### src/core/gtc_regs.vh
`ifndef GTC_REGS_VH
`define GTC_REGS_VH
// register byte addresses
`define GTC_ADDR_LOW 4'h0
`define GTC_ADDR_HIGH 4'h4
`define GTC_ADDR_CTRL 4'h8
`define GTC_ADDR_CLK 4'hC
`define GTC_ADDR_STAT 5'h10
`define GTC_ADDR_W 5
// control fields
`define GTC_CTRL_ON 0
`define GTC_CTRL_WIDE 1
`define GTC_CTRL_NOSYNC 2
`define GTC_CTRL_GE 3
`define GTC_CTRL_PS_LO 4
`define GTC_CTRL_PS_HI 5
// clock select field and codes
`define GTC_CLK_SEL_LO 0
`define GTC_CLK_SEL_HI 1
`define GTC_CLK_LSO_EN 2
`define GTC_CS_FOSC4 2'h0
`define GTC_CS_FOSC 2'h1
`define GTC_CS_EXT 2'h2
`define GTC_CS_LSO 2'h3
// status fields
`define GTC_STAT_OVF 0
`define GTC_STAT_LSO_RDY 1
// divider select codes
`define GTC_PS_1 2'h0
`define GTC_PS_2 2'h1
`define GTC_PS_4 2'h2
`define GTC_PS_8 2'h3
`define GTC_FOSC_STEP 16'h0004
`define GTC_RESP_OKAY 2'h0
`define GTC_RESP_SLVERR 2'h2
// address bit that selects the status page, and its only offset
`define GTC_ADDR_SEL 4
`define GTC_STAT_OFS 4'h0
`define GTC_UNIT_STEP 16'h0001
`define GTC_PSC_STEP 3'h1
`define GTC_SUM_CARRY 16
`endif

### src/core/gtc_timer.v
// Behaviour
// - 16-bit up-counter, byte writes update count
// - run and gate enable decide counting
// - full-rate oscillator source adds four per tick
// - external source counts on rising edges
// - counter mode needs falling edge first
// - two-bit prescaler divides by 1,2,4,8
// - writing low byte clears prescale counter
// - low-speed oscillator source, runs in sleep
// - unsynchronized external input keeps counting asleep
// - synchronizer stops during sleep
// - one count error allowed at mode switch
// - byte reads return valid count values
// - wide mode routes high byte to shadow
// - low byte read latches high into shadow in wide mode
// - low byte write loads all 16 bits in wide mode, only the low byte otherwise
// - high byte write keeps prescaler
// - wrap to zero sets overflow flag
// - prescale field at control bits 5:4
//
// Our own choices: the address map and register access over AXI4-Lite.
`timescale 1ns/100ps
`default_nettype none
`include "gtc_regs.vh"
module gtc_timer (
   input wire aclk,
   input wire aresetn,
   input wire [4:0] s_axi_awaddr,
   input wire [2:0] s_axi_awprot,
   input wire s_axi_awvalid,
   output wire s_axi_awready,
   input wire [31:0] s_axi_wdata,
   input wire [3:0] s_axi_wstrb,
   input wire s_axi_wvalid,
   output wire s_axi_wready,
   output reg [1:0] s_axi_bresp,
   output reg s_axi_bvalid,
   input wire s_axi_bready,
   input wire [4:0] s_axi_araddr,
   input wire [2:0] s_axi_arprot,
   input wire s_axi_arvalid,
   output wire s_axi_arready,
   output reg [31:0] s_axi_rdata,
   output reg [1:0] s_axi_rresp,
   output reg s_axi_rvalid,
   input wire s_axi_rready,
   input wire ext_clock_input,
   input wire fosc_tick,
   input wire fosc4_tick,
   input wire lso_clk,
   input wire lso_ready,
   input wire gate_in,
   input wire sleep,
   output wire lso_enable,
   output reg overflow_pulse
);
   reg [15:0] count_ff;
   reg [7:0] shadow_ff;
   reg [5:0] ctrl_ff;
   reg [2:0] clk_ff;
   reg ovf_ff;
   reg [2:0] psc_ff;
   reg src_q_ff;
   reg sync1_ff;
   reg sync2_ff;
   reg armed_ff;
   reg [15:0] nxt_count;
   reg [7:0] nxt_shadow;
   reg [2:0] nxt_psc;
   reg nxt_ovf;
   reg nxt_armed;
   reg [31:0] rd_word;
   reg rd_ok;
   reg [16:0] sum;
   reg tick;
   reg pre_out;
   wire run;
   wire is_ext;
   wire raw_src;
   wire src;
   wire rise;
   wire fall;
   wire wr_go;
   wire rd_go;
   wire wr_low;
   wire wr_high;
   wire rd_low;
   wire [1:0] cs;
   wire [1:0] ps;
   wire [3:0] wa;
   wire [3:0] ra;
   wire [7:0] wb;
   wire [15:0] step;
   wire wr_ctrl;
   wire wr_clk;
   wire wr_stat;
   wire wr_map;
   wire rd_stat;
   wire is_fosc;
   wire is_lso;

   assign cs = clk_ff[`GTC_CLK_SEL_HI:`GTC_CLK_SEL_LO];
   assign ps = ctrl_ff[`GTC_CTRL_PS_HI:`GTC_CTRL_PS_LO];
   assign lso_enable = clk_ff[`GTC_CLK_LSO_EN];
   assign wa = s_axi_awaddr[3:0];
   assign ra = s_axi_araddr[3:0];
   assign wb = s_axi_wdata[7:0];

   // write address and data are taken together, one outstanding response
   assign wr_go = s_axi_awvalid && s_axi_wvalid && !s_axi_bvalid;
   assign s_axi_awready = wr_go;
   assign s_axi_wready = wr_go;
   assign rd_go = s_axi_arvalid && !s_axi_rvalid;
   assign s_axi_arready = rd_go;
   assign wr_low = wr_go && s_axi_wstrb[0] && !s_axi_awaddr[`GTC_ADDR_SEL]
      && wa == `GTC_ADDR_LOW;
   assign wr_high = wr_go && s_axi_wstrb[0] && !s_axi_awaddr[`GTC_ADDR_SEL]
      && wa == `GTC_ADDR_HIGH;
   assign rd_low = rd_go && !s_axi_araddr[`GTC_ADDR_SEL]
      && ra == `GTC_ADDR_LOW;
   // write strobes for the control, clock-select and status registers
   assign wr_ctrl = wr_go && s_axi_wstrb[0] && !s_axi_awaddr[`GTC_ADDR_SEL]
      && wa == `GTC_ADDR_CTRL;
   assign wr_clk = wr_go && s_axi_wstrb[0] && !s_axi_awaddr[`GTC_ADDR_SEL]
      && wa == `GTC_ADDR_CLK;
   assign wr_stat = wr_go && s_axi_wstrb[0] && s_axi_awaddr[`GTC_ADDR_SEL]
      && wa == `GTC_STAT_OFS;
   // unmapped offsets answer with an error and change nothing
   assign wr_map = s_axi_awaddr[`GTC_ADDR_SEL] ? wa == `GTC_STAT_OFS
      : (wa == `GTC_ADDR_LOW || wa == `GTC_ADDR_HIGH
      || wa == `GTC_ADDR_CTRL || wa == `GTC_ADDR_CLK);
   assign rd_stat = s_axi_araddr[`GTC_ADDR_SEL] && ra == `GTC_STAT_OFS;

   // run and gate enable combination
   assign run = ctrl_ff[`GTC_CTRL_ON]
      && (!ctrl_ff[`GTC_CTRL_GE] || gate_in);
   assign is_fosc = cs == `GTC_CS_FOSC;
   assign is_lso = cs == `GTC_CS_LSO;
   assign is_ext = cs == `GTC_CS_EXT || is_lso;
   assign raw_src = is_lso ? lso_clk : ext_clock_input;
   // synchronized path freezes in sleep; bypass follows the raw level
   assign src = ctrl_ff[`GTC_CTRL_NOSYNC] ? raw_src : sync2_ff;
   assign rise = src && !src_q_ff;
   assign fall = !src && src_q_ff;
   assign step = is_fosc ? `GTC_FOSC_STEP : `GTC_UNIT_STEP;

   always @(posedge aclk) begin
      if (!aresetn) begin
         sync1_ff <= 1'b0;
         sync2_ff <= 1'b0;
      end else if (!sleep) begin
         sync1_ff <= raw_src;
         sync2_ff <= sync1_ff;
      end
   end

   // prescaler, edge arming and count update
   always @* begin
      nxt_armed = armed_ff;
      nxt_psc = psc_ff;
      tick = 1'b0;
      pre_out = 1'b0;
      if (is_ext) begin
         if (fall) begin
            nxt_armed = 1'b1;
         end
         tick = run && rise && armed_ff;
      end else begin
         tick = run && !sleep && (is_fosc ? fosc_tick : fosc4_tick);
      end
      if (!ctrl_ff[`GTC_CTRL_ON]) begin
         nxt_armed = 1'b0;
      end
      if (tick) begin
         nxt_psc = psc_ff + `GTC_PSC_STEP;
         case (ps)
            `GTC_PS_1: pre_out = 1'b1;
            `GTC_PS_2: pre_out = psc_ff[0];
            `GTC_PS_4: pre_out = &psc_ff[1:0];
            default: pre_out = &psc_ff;
         endcase
      end
      // small mismatch at a sync mode change is accepted
      sum = {1'b0, count_ff} + {1'b0, step};
      nxt_count = count_ff;
      nxt_ovf = ovf_ff;
      nxt_shadow = shadow_ff;
      if (pre_out) begin
         nxt_count = sum[15:0];
         if (sum[`GTC_SUM_CARRY]) begin
            nxt_ovf = 1'b1;
         end
      end
      if (rd_low && ctrl_ff[`GTC_CTRL_WIDE]) begin
         nxt_shadow = count_ff[15:8];
      end
      if (wr_high) begin
         if (ctrl_ff[`GTC_CTRL_WIDE]) begin
            nxt_shadow = wb;
         end else begin
            nxt_count = {wb, nxt_count[7:0]};
         end
         nxt_armed = 1'b0;
      end
      if (wr_low) begin
         if (ctrl_ff[`GTC_CTRL_WIDE]) begin
            nxt_count = {shadow_ff, wb};
         end else begin
            nxt_count = {nxt_count[15:8], wb};
         end
         nxt_psc = 3'h0;
         nxt_armed = 1'b0;
      end
      // a hardware set wins over a software clear
      if (wr_stat && !wb[`GTC_STAT_OVF]
            && !(pre_out && sum[`GTC_SUM_CARRY])) begin
         nxt_ovf = 1'b0;
      end
   end

   always @(posedge aclk) begin
      if (!aresetn) begin
         count_ff <= 16'h0000;
         shadow_ff <= 8'h00;
         psc_ff <= 3'h0;
         ovf_ff <= 1'b0;
         src_q_ff <= 1'b0;
         armed_ff <= 1'b0;
         overflow_pulse <= 1'b0;
      end else begin
         count_ff <= nxt_count;
         shadow_ff <= nxt_shadow;
         psc_ff <= nxt_psc;
         ovf_ff <= nxt_ovf;
         src_q_ff <= src;
         armed_ff <= nxt_armed;
         overflow_pulse <= pre_out && sum[`GTC_SUM_CARRY];
      end
   end

   // control and clock-select registers
   always @(posedge aclk) begin
      if (!aresetn) begin
         ctrl_ff <= 6'h00;
         clk_ff <= 3'h0;
      end else begin
         if (wr_ctrl) begin
            ctrl_ff <= wb[`GTC_CTRL_PS_HI:0];
         end
         if (wr_clk) begin
            clk_ff <= wb[`GTC_CLK_LSO_EN:0];
         end
      end
   end

   // read mux; count sampled in the clock domain so reads are whole
   always @* begin
      rd_word = 32'h0000_0000;
      rd_ok = 1'b1;
      if (s_axi_araddr[`GTC_ADDR_SEL]) begin
         rd_ok = rd_stat;
         if (rd_stat) begin
            rd_word[`GTC_STAT_OVF] = ovf_ff;
            rd_word[`GTC_STAT_LSO_RDY] = lso_ready;
         end
      end else begin
         case (ra)
            `GTC_ADDR_LOW: rd_word[7:0] = count_ff[7:0];
            `GTC_ADDR_HIGH: rd_word[7:0] = ctrl_ff[`GTC_CTRL_WIDE]
               ? shadow_ff : count_ff[15:8];
            `GTC_ADDR_CTRL: rd_word[5:0] = ctrl_ff;
            `GTC_ADDR_CLK: rd_word[2:0] = clk_ff;
            default: rd_ok = 1'b0;
         endcase
      end
   end

   always @(posedge aclk) begin
      if (!aresetn) begin
         s_axi_bvalid <= 1'b0;
         s_axi_bresp <= `GTC_RESP_OKAY;
         s_axi_rvalid <= 1'b0;
         s_axi_rresp <= `GTC_RESP_OKAY;
         s_axi_rdata <= 32'h0000_0000;
      end else begin
         if (wr_go) begin
            s_axi_bvalid <= 1'b1;
            s_axi_bresp <= wr_map ? `GTC_RESP_OKAY : `GTC_RESP_SLVERR;
         end else if (s_axi_bready) begin
            s_axi_bvalid <= 1'b0;
         end
         if (rd_go) begin
            s_axi_rvalid <= 1'b1;
            s_axi_rdata <= rd_word;
            s_axi_rresp <= rd_ok ? `GTC_RESP_OKAY : `GTC_RESP_SLVERR;
         end else if (s_axi_rready) begin
            s_axi_rvalid <= 1'b0;
         end
      end
   end
endmodule // gtc_timer
`default_nettype wire

### config.mk
export PLATFORM = sky130hd
export DESIGN_NAME = gtc_timer
export DESIGN_NICKNAME = d
export VERILOG_FILES = /design/src/core/gtc_timer.v
export VERILOG_INCLUDE_DIRS = /design/src /design/src/core
export SDC_FILE = /design/constraint.sdc
export NUM_CORES = 1
export LEC_CHECK = 0
export ABC_AREA = 1
export BUFFER_PORTS_ARGS = -buffer_cell sky130_fd_sc_hd__buf_4
export CAP_MARGIN = 20
export CORE_MARGIN = 10
export CORE_UTILIZATION = 52
export DETAILED_ROUTE_END_ITERATION = 10
export PLACE_DENSITY = 0.8
export SLEW_MARGIN = 15
export SYNTH_ARGS = -nofsm -noshare
export SYNTH_HDL_FRONTEND = slang
export SYNTH_SLANG_ARGS = --single-unit
### constraint.sdc
create_clock -name aclk -period 2.5 [get_ports aclk]
set_input_delay 0.375 -clock aclk [delete_from_list [all_inputs] [get_ports aclk]]
set_output_delay 0.375 -clock aclk [all_outputs]
set_load 0.05 [all_outputs]
==> results by group <==
Synth
  • Synth Instances: 519
  • Avg Cell Area, Syn: 6.60 sq um
  • Synth cell types: 40
  • Synth Flop Type: dfxtp_1
  • Seq/Total Area, Yosys: 31.6%
  • Ys Warns: 0
  • Asr flop ratio synth: 0%
  • Seq cells post-synth: 54
  • Post-synth EDFFs: 0
  • Synthesized area: 3430 sq um

Drt
  • Met2 WL: 4460 um
  • Vias per cell: 5.39
  • DRC: 0
  • Antenna-violating nets left: 0
  • Top Metal Used: met4
  • Wire length on met1: 4220 um
  • DR iter-0 viols: 295
  • WL final: 9900 um
  • DR pass1 iterations: 5
  • DR WL met3: 1060 um
  • Vias: 3487
  • DR WL/cell: 15.3 um

Finish
  • Share of layout cells above drive strength 1: 15.6%
  • Area growth from synthesis to layout: 13.1%
  • Most common cell after layout, fill and taps aside: nand2_1
  • Total Nets Final: 640
  • Highest-count cells in the layout ignoring fill and taps: 115 x nand2_1, 68 x inv_1, 56 x buf_4, 54 x dfxtp_1, 47 x nand3_1
  • # diodes: 0

Min path
  • Hold_sp: s_axi_bready
  • WHS Endpoint: s_axi_bvalid$_SDFFE_PN0P_
  • Hold Path Depth: 4
  • Worst hold path type: in2reg

Outcome
  • Status: finished clean

Clock network
  • # Post-CTS Setup Buffers: 0
  • H-tree levels: 2
  • CTS Sinks: 54
  • Clock Tree Root: clkbuf_8
  • CTS clk-pin slew, worst paths: 100 ps
  • Hold Buf Count CTS: 0
  • Post_cts resized: 0
  • Worst-case clock buffer depth: 2
  • CTS Buf Count: 5
  • Latest clock arrival within the worst-skew pair: 310 ps
  • CTS tree: done

Floorplanning
  • Die area: 10200 sq um
  • Chip Width: 101 um
  • Starting density of the core: 53.6%
  • Placement Rows: 29
  • Die Y: 101 um
  • Core area: 6390 sq um
  • Number of placed I/O pins: 109

Global routing
  • GRT Total Usage: 18.9%
  • Vias in the first global route: 3341
  • Antenna violations before repair: 0
  • Global-route wire length before repair: 16000 um
  • GRT overflow: 0
  • Largest net degree at the start of global routing: 21

Critical path
  • Worst setup SP type: register
  • Worst EP required: 2710 ps
  • Crit path cell chain: inv_2 -> nand2_1 -> inv_1 -> ha_1 -> nand2_1 -> nand2_1 -> nand3_1 -> nor2_1 -> nand2_1 -> nor2_1 -> nand3_1 -> nand3_1 -> a21oi_1
  • R2r setup slk: 330 ps
  • WP data arrival: 2380 ps
  • WS Path Type: reg2reg
  • Cell family with most CP delay: simple AND/OR/NAND/NOR gates
  • Worst path max stage delay: 350 ps
  • Worst-path maximum fanout: 5
  • RR Startpoint: clk_ff[1]$_SDFFE_PN0P_
  • Most used cell along the critical path: nand2_1
  • Buf/Inv on CP: 2
  • Register-to-Register Path Depth: 13
  • Reg2Reg Capture Point: count_ff[12]$_SDFF_PN0_
  • CP max-delay cell: dfxtp_1
  • CP endpoint kind: register

Job
  • Max_cap viols: 0

Timing
  • Clock Skews: 6.05 ps
  • Tcrit/Tclk final: 86.9%
  • Setup TNS: 0 ps
  • Slew HR: 65.5%
  • Final setup fails: 0
  • Hold slack final: 301 ps
  • Minimum clock period: 2170 ps
  • Final hold vios: 0
  • Max-slew violations: 0
  • Unrepaired setup endpoints after global routing: no
  • Worst-Margin Slew: 516 ps
  • Achievable frequency: 460 MHz

Pwr
  • Peak VDD IR: 0.380 mV
  • Int Power: 1.16 mW
  • Flop pwr share: 52.7%
  • Switching Power: 0.504 mW
  • Leakage: 1.66 nW
  • Net Sw Frac: 30.4%
  • Pwr dens: 428 nW/um^2
  • Logic pwr share: 15.6%
  • Clock power share: 31.7%

Place
  • Gpl congestion: 0.967
  • Port Buffers: 49
  • HPWL Detailed: 7910 um
-- metal layers --
metal	vias up	track usage (%)
met5	-	0
met4	0	4.39
met3	16	5.79
met2	149	31.4
met1	1570	23.3
li1	1752	-
-- worst register-to-register path, stage by stage (launching register included) --
cell	delay, ps
dfxtp_1	350
inv_2	60
nand2_1	110
inv_1	60
ha_1	310
nand2_1	100
nand2_1	80
nand3_1	190
nor2_1	270
nand2_1	70
nor2_1	150
nand3_1	140
nand3_1	110
a21oi_1	70
-- cell usage after synthesis (2+ instances only) --
cell | count | area [sq um]
xor2_1 | 3 | 26.3
dfxtp_1 | 54 | 1080
a32oi_1 | 2 | 17.5
xnor2_1 | 2 | 17.5
clkbuf_1 | 7 | 26.3
or2_2 | 3 | 18.8
ha_1 | 5 | 62.6
o211ai_1 | 6 | 45.0
a211oi_1 | 6 | 45.0
nand2_2 | 4 | 25.0
inv_2 | 5 | 18.8
nor3_4 | 2 | 32.5
nand2_1 | 115 | 432
inv_1 | 68 | 255
nor2_4 | 3 | 33.8
nor2_1 | 46 | 173
nor3_1 | 3 | 15.0
a31oi_1 | 4 | 25.0
buf_4 | 30 | 225
o21ai_1 | 3 | 15.0
nor3_2 | 2 | 20.0
nand3_2 | 2 | 20.0
a22oi_1 | 2 | 15.0
nand3_1 | 47 | 235
a21oi_1 | 32 | 160
nand4_1 | 11 | 68.8
o21ai_0 | 39 | 195
-- how the worst max path moves through the flow --
stage                                    startpoint                 endpoint  slack (ps)  depth (start not counted)
final                        clk_ff[1]$_SDFFE_PN0P_  count_ff[12]$_SDFF_PN0_         330                         13
after global routing         clk_ff[1]$_SDFFE_PN0P_  count_ff[12]$_SDFF_PN0_         100                         13
after global placement       clk_ff[1]$_SDFFE_PN0P_  count_ff[12]$_SDFF_PN0_         450                         13
after detailed placement     clk_ff[1]$_SDFFE_PN0P_  count_ff[12]$_SDFF_PN0_         360                         13
after CTS                    clk_ff[1]$_SDFFE_PN0P_  count_ff[12]$_SDFF_PN0_         340                         13
after floorplan           s_axi_rvalid$_SDFFE_PN0P_  shadow_ff[1]$_SDFF_PN0_         550                          8
-- kinds of logic (layout without fill, tap and decap cells) --
family	after synthesis	count (layout)	share of synthesized area, %
simple gates	242	242	32.8
flops	54	54	31.6
fa+ha+maj	5	5	1.83
buf+inv	112	138	15.6
other cells	1	26	0.109
xor+xnor	5	5	1.28
compound gates	100	100	16.9
-- state kept, by name (all words and copies together), names as in the netlist, 3 cells and up --
signal	cells
count_ff	16
s_axi_rdata	8
shadow_ff	8
ctrl_ff	6
clk_ff	3
psc_ff	3
-- power groups by stage --
stage	clock network (mW)	logic [mW]	registers, mW
6_report	0.526	0.259	0.876
5_1_grt	0.560	0.276	0.877
4_1_cts	0.534	0.256	0.876
3_5_place_dp	0	0.256	0.895
3_3_place_gp	0	0.252	0.895
2_1_floorplan	0	0.191	0.911
-- per-stage QoR --
| step | area (sq um) | cells | worst slack [ps] | power [mW] | util [%] |
|---|---|---|---|---|---|
| 4_1_cts | 3880 | 647 | 345 | 1.67 | 60.7 |
| 6_report | 3880 | 647 | 327 | 1.66 | 60.7 |
| 3_5_place_dp | 3780 | 639 | 362 | 1.15 | 59.2 |
| 3_3_place_gp | 3780 | 639 | 447 | 1.15 | 59.2 |
| 2_1_floorplan | 3520 | 544 | 549 | 1.10 | - |
| 5_1_grt | 3880 | 647 | 100 | 1.71 | 60.7 |
-- cell type report --
type                            instances  area (sq um)
Timing Repair Buffer                   56           420
Clock inverter                          2          12.5
Inverter                               74           278
Fill cell                             641          2510
Tap cell                               77          96.3
Clock buffer                            6          82.6
Multi-Input combinational cell        378          1910
Sequential cell                        54          1080
Note: power is estimated with default switching activity, not from simulation.
